`config.mk`:
```
export PLATFORM = sky130hd
export DESIGN_NAME = selfprog_section_read_control
export DESIGN_NICKNAME = d
export VERILOG_FILES = /design/src/include/selfprog_pkg.sv /design/src/design/selfprog_section_read_control.sv
export SDC_FILE = /design/constraint.sdc
export NUM_CORES = 1
export LEC_CHECK = 0
export BUFFER_PORTS_ARGS = -buffer_cell sky130_fd_sc_hd__buf_2
export CAP_MARGIN = 25
export CORE_MARGIN = 2
export CORE_UTILIZATION = 40
export DETAILED_ROUTE_END_ITERATION = 7
export MAX_ROUTING_LAYER = met4
export PLACE_DENSITY = 0.85
export SLEW_MARGIN = 20
export SYNTH_ARGS = -nofsm -noshare
export SYNTH_HDL_FRONTEND = slang
export SYNTH_SLANG_ARGS = --single-unit
```
`constraint.sdc`:
```
create_clock -name ref_clk_i -period 3.1 [get_ports ref_clk_i]
set_input_delay 0.155 -clock ref_clk_i [delete_from_list [all_inputs] [get_ports ref_clk_i]]
set_output_delay 0.155 -clock ref_clk_i [all_outputs]
set_load 0.01 [all_outputs]
```
`src/include/selfprog_pkg.sv`:
```
// constants, types and states for the self-programming section/read control
// assumes one clock domain; fuses and lock bits arrive as slow static levels
// What this block does
// - erase or write starts only when the store instruction runs from the loader area.
// - store instructions fetched from the application area do nothing.
// - from the loader area any flash page may be targeted, loader pages too.
// - loader area boundary comes from the boot-area-size fuses.
// - application area write protection uses only the first lock bit set.
// - loader area write protection uses only the second lock bit set.
// - fixed split into concurrent-read area and stalling area, fuse independent.
// - programming the concurrent-read area keeps the core running.
// - programming the stalling area halts the core for the whole operation.
// - stall or concurrent is chosen by the target page area only.
// - concurrent-read area fetches are blocked while programming runs.
// - busy flag reads one while concurrent-read area is blocked.
// - busy flag stays set after completion until software clears it.
// - loader area always lies inside the stalling area.
// - page layout affects only erase and write, never fetch.
// - target address is latched at operation start.
// - reset vector is zero, or loader start when the select fuse is programmed.
package selfprog_pkg;
  localparam int FLASH_AW = 16;
  localparam int REG_AW = 4;
  localparam int REG_DW = 8;

  // register map
  localparam logic [REG_AW-1:0] SELFPROG_CTRL_STATUS_OFS = 4'h0;
  localparam logic [REG_DW-1:0] SELFPROG_CTRL_STATUS_RST = 8'h00;

  // field positions of selfprog_control_status
  localparam int ACTIVE_BIT = 0;
  localparam int ERASE_SEL_BIT = 1;
  localparam int WRITE_SEL_BIT = 2;
  localparam int BUSY_CLEAR_BIT = 4;
  localparam int BUSY_FLAG_BIT = 6;

  localparam logic [FLASH_AW-1:0] APP_RESET_VECTOR = 16'h0000;
  localparam logic [1:0] FUSE_SYNC_RST = 2'h3;
  localparam logic [3:0] LOCK_SYNC_RST = 4'hF;

  typedef enum logic [1:0] {
    ST_IDLE = 2'b00,
    ST_CONC = 2'b01,
    ST_STALL = 2'b10
  } prog_state_t;

  typedef struct packed {
    logic strobe;
    logic [FLASH_AW-1:0] pc;
    logic [FLASH_AW-1:0] target;
  } spm_req_t;

  typedef struct packed {
    logic start;
    logic erase;
    logic [FLASH_AW-1:0] addr;
  } flash_cmd_t;
endpackage

```
`src/design/selfprog_section_read_control.sv`:
```
// section arbitration and read blocking for processor self-programming of flash
// assumes the core issues store_program_instruction as one-cycle strobes and the
// flash array reports completion with a one-cycle done pulse on the same clock
//
// Added by the designer: the address map and strobed register access.
module selfprog_section_read_control
  import selfprog_pkg::*;
#(
  parameter int LOADER_MIN_WORDS = 512,
  parameter int PAGE_BITS = 7
) (
  input wire logic ref_clk_i,
  input wire logic rst_i,
  input wire logic [REG_AW-1:0] reg_addr_i,
  input wire logic [REG_DW-1:0] reg_wdata_i,
  input wire logic reg_we_i,
  input wire logic reg_re_i,
  output logic [REG_DW-1:0] reg_rdata_o,
  input wire spm_req_t store_program_instruction_i,
  input wire logic [FLASH_AW-1:0] fetch_addr_i,
  output logic fetch_ok_o,
  output logic cpu_halt_o,
  output flash_cmd_t flash_cmd_o,
  input wire logic flash_done_i,
  input wire logic [1:0] boot_area_size_fuses_i,
  input wire logic reset_vector_select_fuse_i,
  input wire logic [3:0] loader_lock_bits_i,
  output logic [FLASH_AW-1:0] reset_vector_o
);
  localparam logic [FLASH_AW:0] FLASH_WORDS = (FLASH_AW+1)'(1) << FLASH_AW;
  localparam logic [FLASH_AW:0] MAX_LOADER_WORDS = (FLASH_AW+1)'(LOADER_MIN_WORDS) << 3;
  // largest loader starts where the stalling area begins, so any fuse value fits
  localparam logic [FLASH_AW-1:0] STALL_START = FLASH_AW'(FLASH_WORDS - MAX_LOADER_WORDS);
  localparam logic [FLASH_AW-1:0] PAGE_OFS_MASK = FLASH_AW'((1 << PAGE_BITS) - 1);

  function automatic logic [FLASH_AW-1:0] loader_start(input logic [1:0] size_fuses);
    logic [FLASH_AW:0] words;
    words = (FLASH_AW+1)'(LOADER_MIN_WORDS) << (~size_fuses);
    loader_start = FLASH_AW'(FLASH_WORDS - words);
  endfunction

  function automatic logic in_stall_area(input logic [FLASH_AW-1:0] a);
    in_stall_area = (a >= STALL_START);
  endfunction

  // fuse synchroniser: first stage feeds only the second
  logic [1:0] size_meta_reg, size_meta_next, size_reg, size_next;
  logic rstsel_meta_reg, rstsel_meta_next, rstsel_reg, rstsel_next;
  logic [3:0] lock_meta_reg, lock_meta_next, lock_reg, lock_next;

  always_comb begin
    size_meta_next = boot_area_size_fuses_i;
    size_next = size_meta_reg;
    rstsel_meta_next = reset_vector_select_fuse_i;
    rstsel_next = rstsel_meta_reg;
    lock_meta_next = loader_lock_bits_i;
    lock_next = lock_meta_reg;
  end

  always_ff @(posedge ref_clk_i) begin
    if (rst_i) begin
      size_meta_reg <= FUSE_SYNC_RST;
      size_reg <= FUSE_SYNC_RST;
      rstsel_meta_reg <= 1'b1;
      rstsel_reg <= 1'b1;
      lock_meta_reg <= LOCK_SYNC_RST;
      lock_reg <= LOCK_SYNC_RST;
    end else begin
      size_meta_reg <= size_meta_next;
      size_reg <= size_next;
      rstsel_meta_reg <= rstsel_meta_next;
      rstsel_reg <= rstsel_next;
      lock_meta_reg <= lock_meta_next;
      lock_reg <= lock_next;
    end
  end

  logic [FLASH_AW-1:0] loader_base;
  logic pc_in_loader, tgt_in_loader, tgt_locked, op_selected, start_ok;

  always_comb begin
    loader_base = loader_start(size_reg);
    pc_in_loader = store_program_instruction_i.pc >= loader_base;
    tgt_in_loader = store_program_instruction_i.target >= loader_base;
    // lock bit 0 of each set programmed (0) forbids writes to its own area only
    tgt_locked = tgt_in_loader ? ~lock_reg[2] : ~lock_reg[0];
    reset_vector_o = rstsel_reg ? APP_RESET_VECTOR : loader_base;
  end

  // control/status register and operation sequencer
  prog_state_t state_reg, state_next;
  logic erase_sel_reg, erase_sel_next, write_sel_reg, write_sel_next;
  logic busy_reg, busy_next;
  flash_cmd_t cmd_reg, cmd_next;
  logic [REG_DW-1:0] rdata_reg, rdata_next;
  logic ctrl_wr, busy_clear;

  always_comb begin
    ctrl_wr = reg_we_i && (reg_addr_i == SELFPROG_CTRL_STATUS_OFS);
    busy_clear = ctrl_wr && reg_wdata_i[BUSY_CLEAR_BIT];
    op_selected = erase_sel_reg ^ write_sel_reg;
    start_ok = store_program_instruction_i.strobe && pc_in_loader && op_selected
      && !tgt_locked && (state_reg == ST_IDLE);
  end

  always_comb begin
    state_next = state_reg;
    erase_sel_next = erase_sel_reg;
    write_sel_next = write_sel_reg;
    busy_next = busy_reg;
    cmd_next = cmd_reg;
    cmd_next.start = 1'b0;
    if (ctrl_wr && state_reg == ST_IDLE) begin
      erase_sel_next = reg_wdata_i[ERASE_SEL_BIT];
      write_sel_next = reg_wdata_i[WRITE_SEL_BIT];
    end
    // clear only takes effect with no operation running; a start wins over it
    if (busy_clear && state_reg == ST_IDLE) begin
      busy_next = 1'b0;
    end
    case (state_reg)
      ST_IDLE: begin
        if (start_ok) begin
          cmd_next.start = 1'b1;
          cmd_next.erase = erase_sel_reg;
          // page alignment only here; fetch addressing stays word-wide
          cmd_next.addr = store_program_instruction_i.target & ~PAGE_OFS_MASK;
          busy_next = 1'b1;
          erase_sel_next = 1'b0;
          write_sel_next = 1'b0;
          if (in_stall_area(store_program_instruction_i.target)) begin
            state_next = ST_STALL;
          end else begin
            state_next = ST_CONC;
          end
        end
      end
      ST_CONC, ST_STALL: begin
        if (flash_done_i) begin
          state_next = ST_IDLE;
        end
      end
      default: begin
        state_next = ST_IDLE;
      end
    endcase
    rdata_next = '0;
    if (reg_re_i && reg_addr_i == SELFPROG_CTRL_STATUS_OFS) begin
      rdata_next[ACTIVE_BIT] = (state_reg != ST_IDLE);
      rdata_next[ERASE_SEL_BIT] = erase_sel_reg;
      rdata_next[WRITE_SEL_BIT] = write_sel_reg;
      rdata_next[BUSY_FLAG_BIT] = busy_reg;
    end
  end

  always_ff @(posedge ref_clk_i) begin
    if (rst_i) begin
      state_reg <= ST_IDLE;
      erase_sel_reg <= SELFPROG_CTRL_STATUS_RST[ERASE_SEL_BIT];
      write_sel_reg <= SELFPROG_CTRL_STATUS_RST[WRITE_SEL_BIT];
      busy_reg <= SELFPROG_CTRL_STATUS_RST[BUSY_FLAG_BIT];
      cmd_reg <= '0;
      rdata_reg <= '0;
    end else begin
      state_reg <= state_next;
      erase_sel_reg <= erase_sel_next;
      write_sel_reg <= write_sel_next;
      busy_reg <= busy_next;
      cmd_reg <= cmd_next;
      rdata_reg <= rdata_next;
    end
  end

  always_comb begin
    flash_cmd_o = cmd_reg;
    reg_rdata_o = rdata_reg;
    cpu_halt_o = (state_reg == ST_STALL);
    // a fetch into the concurrent-read area gets no valid code while the busy flag is set
    fetch_ok_o = !(busy_reg && !in_stall_area(fetch_addr_i));
  end
endmodule

```
# Word level (Yosys, flattened, before mapping)
# Index checks and enable logic that the tools add are counted.
# W data, S select, Z words.
[totals] register_bits=36
[classes] add_sub_neg=1 order_cmp=4 n_eq_ne=4 shift=1 muxes=16 bitwise_logic=6 reduce_logical=21
[ops] operator="$ge A16 B16 Y1" n=2
[ops] operator="$ge A16 B16 Y1 const B" n=2
[ops] operator="$mux W18" n=1
[ops] operator="$mux W16" n=1
[ops] operator="$shl A10 B2 Y16 const A" n=1
[ops] operator="$sub A1 B16 Y16 const A" n=1
[ops] operator="$logic_and A1 B1 Y1" n=10
[ops] operator="$mux W1" n=10
[ops] operator="$mux W2" n=3
[ops] operator="$reduce_or A2 Y1" n=3
[ops] operator="$logic_not A4 Y1" n=1
[ops] operator="$ne A2 B2 Y1 const B" n=2
[ops] operator="$not A1 Y1" n=4
[ops] operator="$pmux W2 S2" n=1
[ops] operator="$reduce_and A2 Y1" n=2
[ops] operator="$logic_not A1 Y1" n=3
[ops] operator="$eq A2 B1 Y1 const B" n=1
[ops] operator="$eq A2 B2 Y1 const B" n=1
[ops] operator="$logic_not A2 Y1" n=1
[ops] operator="$not A2 Y2" n=1
[ops] operator="$reduce_bool A2 Y1" n=1
[ops] operator="$xor A1 B1 Y1" n=1

# Longest topological paths before layout
# Gate-level depths: netlist of the first run.
[depth] word_depth=10 depth_mapped=11 mapped_depth_nobuf=10

# Worst setup path before layout of the first run
# No wires, ideal clock.
[synth_path] kind="reg-to-reg" startpoint="register size_reg[1]" endpoint="register cmd_reg, in the netlist flash_cmd_o[10]" setup_time_ns=0.128 arrival_time_ns=2.300 required_ns=2.972 setup_slack_ns=0.672 path_stages_with_launch=12 path_buffers=1 path_cell_list="dfxtp_1 > nand2_1 > ha_1 > and2_1 > ha_1 > and4_1 > and2_1 > a22o_1 > o2111ai_2 > buf_6 > mux2i_1 > nor2_1"
[synth_via] elab_chain_cells=9 word_cells_on_any_way=12 cone_classes="1 x add/sub; 2 x order compare; 1 x shift; 1 x mux; 1 x bitwise; 6 x reduce/logical"
[synth_rtl] element="start, declared" line_no="selfprog_section_read_control.sv:47" rtl="logic [1:0] size_meta_reg, size_meta_next, size_reg, size_next;"
[synth_rtl] element="start signal, assigned" line_no="selfprog_section_read_control.sv:70" rtl="size_reg <= size_next;"
[synth_rtl] element="$not A2 Y2 *" line_no="selfprog_section_read_control.sv:38" rtl="words = (FLASH_AW+1)'(LOADER_MIN_WORDS) << (~size_fuses);"
[synth_rtl] element="$shl A10 B2 Y16 *" line_no="selfprog_section_read_control.sv:38"
[synth_rtl] element="$sub A1 B16 Y16 *" line_no="selfprog_section_read_control.sv:39" rtl="loader_start = FLASH_AW'(FLASH_WORDS - words);"
[synth_rtl] element="$ge A16 B16 Y1, on equally long branches" line_no="selfprog_section_read_control.sv:84, selfprog_section_read_control.sv:83"
[synth_rtl] element="$mux W1 / $logic_and A1 B1 Y1 (equally long branches)" line_no="selfprog_section_read_control.sv:86, selfprog_section_read_control.sv:102"
[synth_rtl] element="$logic_not A1 Y1 / $logic_and A1 B1 Y1 (equally long branches)" line_no="selfprog_section_read_control.sv:103, selfprog_section_read_control.sv:102"
[synth_rtl] element="$logic_and A1 B1 Y1 * (2 in series)" line_no="selfprog_section_read_control.sv:103" rtl="&& !tgt_locked && (state_reg == ST_IDLE);"
[synth_rtl] element="$reduce_and A2 Y1 (no source line) *"
[synth_rtl] element="end signal, assigned" line_no="selfprog_section_read_control.sv:169" rtl="cmd_reg <= cmd_next;"
[synth_rtl] element="end, declared" line_no="selfprog_section_read_control.sv:94" rtl="flash_cmd_t cmd_reg, cmd_next;"
# Mark *: on every way between the ends. The rest lies on a longest branch, timed or not.
# A chain may end at the register's enable or synchronous reset.

# Final worst setup path of the first run
[layout_path] startpoint="register size_reg[1]" endpoint="register cmd_reg, in the netlist flash_cmd_o[14]"
# Same word-level chain as after synthesis.

==> results.cfg, run 1 <==
[outcome]
status = finished, final reports clean

[placed_design]
dp_hpwl_um = 2450
gp_congestion = 0.715
place_ws_ps = 304
port-buffer-count = 62

[sta]
max_freq_mhz = 360
finalHoldViolations = 0
fin_skew_ps = 3.22
worst_slack_ps = 319
setup-violations-final = 0
whs_ps = 59.6
fin_crit_sh = 0.897
slew_violations = 0
period_minus_slack_ps = 2780
fin_tns_setup_ps = 0
grt_setup_unrepaired = false

[die]
dieArea_mm2 = 0.00462
core_area_mm2 = 0.00397
die_h_um = 67.9
core.rowCount = 23
die_x_um = 67.9
start_util = 0.412
ioPinCount = 117

[setup_path]
crit_path_start_kind = flip-flop
path_max_fanout = 9
timing.rr.start = size_reg[1]
crit_path_start = size_reg[1]
critPathCapture = flash_cmd_o[14]
r2r-end = flash_cmd_o[14]
critPathCaptureType = flip-flop
worstSetupPathType = reg -> reg
ff2ff_setup_slack_ps = 320
cp.depth = 11
cp_num_buf_inv = 1
critPathMaxStageDelay_ps = 350
cp.required_ps = 3250
reg2regPathDepth = 11
slowest_stage = dfxtp_1
worstPathCellList = nand2_1 > ha_1 > and2_1 > ha_1 > and4_1 > and2_1 > a22o_1 > o2111ai_2 > buf_4 > mux2i_1 > nor2_1
cp_top_family = simple AND/OR/NAND/NOR gates
worstPathArrival_ps = 2930

[routing]
drt-total-wl_um = 3040
vias = 1337
drtIter0Drc = 29
ant_nets = 0
drt_pass1_iterations = 4
drc = 0
vias_per_cell = 4.47
wl_per_cell_um = 10.2

[grt]
grt-ovfl-total = 0
use_met3 = 0.0411
gr-usage-met2 = 0.235
antenna_found_initial = 0
grt_use_total = 0.137
busiest_layer = met2
grt_pass1_vias = 1131
met1_usage = 0.149
grt_max_degree = 24
grt_pass1_wl_um = 4600

[clocking]
clockRootBuffer = clkbuf_8
cts_tree = yes
clock-sinks = 30
post-cts-setup-buffers = 0
postCtsHoldBufs = 0
clock_latency_ps = 270
clock_path_buffers = 2
cts.clk_slew.worst_paths_ps = 60
htree_levels = 2
cts_buffers = 5
ctsResizeCount = 0

[power]
switching_share = 0.252
p_int_uw = 594
p_leak_nw = 1.11
power_frac_seq = 0.497
comb_power_share = 0.146
clkPwrFrac = 0.357
vdd_drop_max_mv = 0.331
cellPowerDensity_mw_per_mm2 = 396
p_switching_uw = 200

[synth]
seq_area_frac_synth = 0.367
synthCells = 180
synthesis.area_mm2 = 0.00164
ys_warn_count = 0
syn_avg_cell_area_um2 = 9.09
ys_seq_elements = 30
synth_cell_types = 34

[cells_and_area]
diodes = 0
syn_to_final_growth_pct = 22.6
final_nets = 337
largest_register_ffs = 11
drive_above_1_share = 0.341
n_fill_cell = 391

[job]
drv_cap = 0

[min_path]
worstHoldPathCells = 2
hp-class = in -> reg
## synthesized netlist by cell type
master / instances / area [um2]
buf_4: 21 / 158
maj3_1: 1 / 10.0
buf_6: 1 / 11.3
o211ai_1: 1 / 7.51
a31o_2: 1 / 8.76
o211ai_2: 1 / 12.5
conb_1: 1 / 3.75
xnor2_1: 1 / 8.76
a22o_1: 1 / 8.76
o2111ai_2: 1 / 15.0
nand4_1: 3 / 18.8
nand3b_1: 1 / 7.51
and2_1: 5 / 31.3
dfxtp_1: 30 / 601
ha_1: 15 / 188
and4_1: 1 / 8.76
a211oi_2: 1 / 12.5
nor2b_1: 3 / 18.8
o21a_1: 1 / 7.51
clkbuf_1: 2 / 7.51
a41oi_1: 1 / 8.76
nor4_1: 1 / 6.26
inv_1: 10 / 37.5
nand2b_1: 3 / 18.8
o21ba_2: 1 / 10.0
nand2_1: 15 / 56.3
and3_1: 2 / 12.5
a21oi_1: 6 / 30.0
mux2i_1: 14 / 140
o2111ai_1: 1 / 8.76
nor2_1: 20 / 75.1
or2_2: 10 / 62.6
o21ai_0: 3 / 15.0
xor2_1: 1 / 8.76
## power by group through the flow
stage                     Combinational, mW  Clock, mW  Sequential [mW]
after floorplan                      0.0925          0            0.403
after global placement                0.112          0            0.403
after detailed placement              0.115          0            0.403
after CTS                             0.117      0.293            0.395
after global routing                  0.133      0.304            0.396
final                                 0.116      0.284            0.395
## cell usage in the layout (no fill, tap or decap), types with 5 or more instances in the layout
cell type,instances
or2_2,10
nand2_1,15
clkbuf_8,5
dfxtp_1,30
buf_2,62
conb_1,24
a21oi_1,6
mux2i_1,14
nor2_1,20
ha_1,15
and2_1,5
inv_1,10
## area by class of cell
cell class	count	area, um2	area share
Sequential cell	30	601	0.300
Clock inverter	2	10.0	0.00499
Timing Repair Buffer	63	318	0.159
Clock buffer	5	68.8	0.0343
Inverter	10	37.5	0.0187
Tap cell	50	62.6	0.0312
Multi-Input combinational cell	139	907	0.453
## layer usage
layer	vias to the layer above	share of wire	wire length (um)
li1	692	-	-
met1	595	0.44	1350
met2	45	0.47	1420
met3	5	0.075	229
met4	0	0.015	46
met5	-	0	0
## logic make-up after synthesis
family	synth area share
fa+ha+maj	0.121
mux	0.0857
compound gates	0.0888
flops	0.367
xor+xnor	0.0107
simple gates	0.194
buf+inv	0.131
other cells	0.00229
## worst min path at each step
| stage | end | from |
|---|---|---|
| 2_1_floorplan | flash_cmd_o[17] | rst_i |
| 5_1_grt | lock_meta_reg[0] | loader_lock_bits_i[0] |
| 3_3_place_gp | rstsel_meta_reg | reset_vector_select_fuse_i |
| 3_5_place_dp | rstsel_meta_reg | reset_vector_select_fuse_i |
| 6_report | rstsel_meta_reg | reset_vector_select_fuse_i |
| 4_1_cts | rstsel_meta_reg | reset_vector_select_fuse_i |
## stage by stage
| stage | instance area [um2] | power (mW) | std cells | utilization |
|---|---|---|---|---|
| floorplan | 1720 | 0.496 | 203 | - |
| global placement | 1930 | 0.515 | 292 | 0.485 |
| detailed placement | 1930 | 0.519 | 292 | 0.485 |
| CTS | 2000 | 0.804 | 299 | 0.505 |
| global route | 2000 | 0.833 | 299 | 0.505 |
| finish | 2000 | 0.794 | 299 | 0.505 |
Note: power is estimated with default switching activity, not from simulation.
==> inputs of run 2 (changes only) <==
CORE_UTILIZATION = 35   (was 40)
PLACE_DENSITY = 0.76   (was 0.85)
TNS_END_PERCENT = 1   (was not set)
==> run 2 against run 1 <==
Compared with the run above: fmax rose by 1.2%; sequential cell count did not move; via count shrank 0.22%; largest power group unchanged; largest cell class unchanged; global-route usage fell by 0.67 points; clock skew is essentially flat; highest routed layer unchanged; cell area grew 0.12%.
==> results.cfg, run 2 (synthesis results as in run 1) <==
[placed_design]
place_ws_ps = 343
place_area_mm2 = 0.00193
port-buffer-count = 62
gp_congestion = 0.728
dp_hpwl_um = 2560

[routing]
ant_nets = 0
vias = 1334
drt-total-wl_um = 3090
drtIter0Drc = 58
wl_per_cell_um = 10.3
drc = 0
drt_pass1_iterations = 4
vias_per_cell = 4.43

[clocking]
cts_buffers = 5
post-cts-setup-buffers = 0
clock_latency_ps = 270
htree_levels = 2
clock-sinks = 30
clock_path_buffers = 2
cts_tree = yes
postCtsHoldBufs = 0
cts.clk_slew.worst_paths_ps = 60
clockRootBuffer = clkbuf_8
ctsResizeCount = 0

[cells_and_area]
syn_to_final_growth_pct = 22.7
drive_above_1_share = 0.341
layout_commonest_cell = buf_2
postLayoutCoreUtil = 0.455
final_nets = 337
diodes = 0
n_fill_cell = 467
fin_area_mm2 = 0.00201
final_cell_mix = 62 x buf_2, 30 x dfxtp_1, 24 x conb_1
largest_register_ffs = 11

[grt]
grt_use_total = 0.131
antenna_found_initial = 0
grt-ovfl-total = 0
grt_pass1_vias = 1240
grt_pass1_wl_um = 5240
grt_max_degree = 24

[die]
die_h_um = 72.4
core_area_mm2 = 0.00441
core.rowCount = 24
dieArea_mm2 = 0.00524
start_util = 0.370
ioPinCount = 117
die_x_um = 72.4

[job]
drv_cap = 0

[setup_path]
worstPathArrival_ps = 2900
cp.required_ps = 3250
cp_top_family = simple AND/OR/NAND/NOR gates
path_max_fanout = 9
crit_path_start_kind = flip-flop
critPathCaptureType = flip-flop
critPathMaxStageDelay_ps = 360
worstPathCellList = nand2_1 > ha_1 > and2_1 > ha_1 > and4_1 > and2_1 > a22o_1 > o2111ai_2 > buf_4 > mux2i_1 > nor2_1
slowest_stage = dfxtp_1
worstSetupPathType = reg -> reg
cp_num_buf_inv = 1
reg2regPathDepth = 11
cp.depth = 11

[sta]
fin_skew_ps = 2.79
fin_tns_setup_ps = 0
max_freq_mhz = 364
worst_slack_ps = 354
finalHoldViolations = 0
fin_crit_sh = 0.886
slew_violations = 0
setup-violations-final = 0
grt_setup_unrepaired = false
period_minus_slack_ps = 2750

[power]
p_leak_nw = 1.11
cellPowerDensity_mw_per_mm2 = 393
vdd_drop_max_mv = 0.239

[outcome]
status = finished, final reports clean

[min_path]
worstHoldPathCells = 2
hp-class = in -> reg
run 2: cell counts in the layout (fill, tap and decap cells not counted):
No cell type changed its count.
run 2: worst paths after layout:
| kind | from | end | slack [ps] |
|---|---|---|---|
| min | reset_vector_select_fuse_i | rstsel_meta_reg | 60 |
| min reg2reg | lock_meta_reg[2] | lock_reg[2] | 410 |
| max reg2reg | size_reg[1] | flash_cmd_o[14] | 350 |
| max | size_reg[1] | flash_cmd_o[14] | 350 |
run 2: worst register-to-register path, cell delays in order (launching register included):
cell	delay, ps
dfxtp_1	360
nand2_1	130
ha_1	210
and2_1	230
ha_1	320
and4_1	230
and2_1	150
a22o_1	200
o2111ai_2	260
buf_4	270
mux2i_1	210
nor2_1	50
run 2: through the flow:
step | hold slack, ps | cells | total power, mW
after floorplan | 239 | 203 | 0.496
after global placement | 342 | 294 | 0.516
after detailed placement | 344 | 294 | 0.519
after CTS | 57.9 | 301 | 0.804
after global routing | 57.2 | 301 | 0.841
final | 62.8 | 301 | 0.790
run 2: power breakdown:
| group | total [mW] | switching [mW] | internal, mW |
|---|---|---|---|
| clock | 0.279 | 0.129 | 0.150 |
| sequential | 0.395 | 0.00270 | 0.392 |
| combinational | 0.115 | 0.0633 | 0.0519 |
| total | 0.790 | 0.195 | 0.594 |
run 2: final cells by class:
class	count	area (um2)	area share
sequential	30	601	0.299
multi-input combinational	139	907	0.452
clock inverter	2	10.0	0.00499
clock buffer	5	68.8	0.0343
tap	52	65.1	0.0324
inverter	10	37.5	0.0187
timing repair buffer	63	318	0.158
run 2: routing by layer:
| layer | vias up | GRT usage | share of wire |
|---|---|---|---|
| met1 | 587 | 0.161 | 0.44 |
| li1 | 693 | - | - |
| met4 | 0 | 0.0566 | 0.012 |
| met3 | 4 | 0.0292 | 0.083 |
| met5 | - | - | 0 |
| met2 | 50 | 0.205 | 0.47 |
==> inputs of run 3 (changes only) <==
CORE_UTILIZATION = 41   (was 35)
PLACE_DENSITY = 0.86   (was 0.76)
==> run 3 against run 2 <==
Compared with the run above: sequential share of layout area shrank 0.22 points; wire length increased by 0.23%; register-to-register slack improved by 140 ps; first-iteration DRC count fell by 50%; utilization is 8.5 points higher; sequential cell count unchanged; via count grew 2.6%; combinational power is essentially flat; worst setup slack better by 140 ps; largest power group unchanged.
==> results.cfg, run 3 (synthesis results as in run 1) <==
[outcome]
status = finished, final reports clean

[clocking]
clockRootBuffer = clkbuf_8
htree_levels = 2
postCtsHoldBufs = 0
clock_path_buffers = 2
clock-sinks = 30
cts_buffers = 5
cts.clk_slew.worst_paths_ps = 60
ctsResizeCount = 0
clock_latency_ps = 270
post-cts-setup-buffers = 0
cts_tree = yes

[power]
clkPwrFrac = 0.380
vdd_drop_max_mv = 0.295
comb_power_share = 0.140
p_int_uw = 623
power_frac_seq = 0.480
p_switching_uw = 201
cellPowerDensity_mw_per_mm2 = 407
switching_share = 0.244
power_uw = 823
p_leak_nw = 1.12

[setup_path]
reg2regPathDepth = 11
timing.rr.start = size_reg[1]
worstPathArrival_ps = 2760
cp.required_ps = 3250
slowest_stage = dfxtp_1
path_max_fanout = 6
critPathCapture = flash_cmd_o[10]
critPathMaxStageDelay_ps = 350
r2r-end = flash_cmd_o[10]
cp_num_buf_inv = 1
critPathCaptureType = flip-flop
crit_path_start_kind = flip-flop
cp.depth = 11
worstSetupPathType = reg -> reg
worstPathCellList = nand2_1 > ha_1 > and2_1 > ha_1 > and4_1 > and2_1 > a22o_1 > o2111ai_2 > buf_4 > mux2i_1 > nor2_1
crit_path_start = size_reg[1]
ff2ff_setup_slack_ps = 490
cp_top_family = simple AND/OR/NAND/NOR gates

[job]
drv_cap = 0

[routing]
vias_per_cell = 4.58
wl_per_cell_um = 10.4
ant_nets = 0
vias = 1369
drt_pass1_iterations = 4
drtIter0Drc = 29
drt-total-wl_um = 3100
drc = 0

[cells_and_area]
diodes = 0
drive_above_1_share = 0.343
final_cell_mix = 62 x buf_2, 30 x dfxtp_1, 24 x conb_1
layout_commonest_cell = buf_2
fin_cells = 299
syn_to_final_growth_pct = 23.6
largest_register_ffs = 11
postLayoutCoreUtil = 0.540
n_fill_cell = 368
fin_area_mm2 = 0.00202
final_nets = 338

[die]
core.rowCount = 22
ioPinCount = 117
die_x_um = 67.2
die_h_um = 67.2
dieArea_mm2 = 0.00451
start_util = 0.437
core_area_mm2 = 0.00374

[sta]
fin_skew_ps = 5.85
setup-violations-final = 0
finalHoldViolations = 0
period_minus_slack_ps = 2610
fin_crit_sh = 0.841
grt_setup_unrepaired = false
fin_tns_setup_ps = 0
slew_violations = 0
max_freq_mhz = 383

[placed_design]
dp.cells = 291
place_area_mm2 = 0.00193
port-buffer-count = 62
dp_hpwl_um = 2530
gp_congestion = 0.740

[grt]
antenna_found_initial = 0
grt_pass1_wl_um = 4930
grt_pass1_vias = 1236
grt_use_total = 0.150
grt_max_degree = 24
grt-ovfl-total = 0

[min_path]
hp-class = in -> reg
min-delay-start = boot_area_size_fuses_i[1]
worstHoldPathCells = 2
[run 3: cell types whose count changed in the layout (fill, tap and decap cells not counted)]
cell,delta
buf_4,+1
clkbuf_1,+1
clkbuf_8,+1
clkinv_2,-1
[run 3: worst min-delay path by stage]
stage | to | slack (ps)
2_1_floorplan | flash_cmd_o[17] | 240
3_3_place_gp | rstsel_meta_reg | 340
3_5_place_dp | size_meta_reg[1] | 340
4_1_cts | size_meta_reg[1] | 50
5_1_grt | lock_meta_reg[2] | 50
6_report | size_meta_reg[1] | 60
[run 3: final cells by class]
| cell class | instances | area (um2) | area share |
|---|---|---|---|
| Clock inverter | 1 | 5.00 | 0.00248 |
| Multi-Input combinational cell | 139 | 907 | 0.449 |
| Sequential cell | 30 | 601 | 0.297 |
| Clock buffer | 7 | 86.3 | 0.0427 |
| Tap cell | 48 | 60.1 | 0.0297 |
| Inverter | 10 | 37.5 | 0.0186 |
| Timing Repair Buffer | 64 | 325 | 0.161 |
[run 3: power groups by stage]
stage,clock (mW),combinational [mW],sequential [mW]
2_1_floorplan,0,0.0925,0.403
6_report,0.313,0.116,0.395
3_5_place_dp,0,0.116,0.404
5_1_grt,0.347,0.132,0.395
3_3_place_gp,0,0.111,0.403
4_1_cts,0.323,0.116,0.395
[run 3: metal layers]
layer	wire, um	global-route usage	share of wire
met3	258	0.0483	0.083
met4	23	0.0536	0.0074
met1	1300	0.168	0.42
met5	0	-	0
met2	1520	0.250	0.49
[run 3: through the flow]
stage               hold slack, ps  setup WS (ps)
floorplan                      239            672
global placement               341            523
detailed placement             343            478
CTS                           53.4            460
global route                  53.7            287
finish                        64.6            491
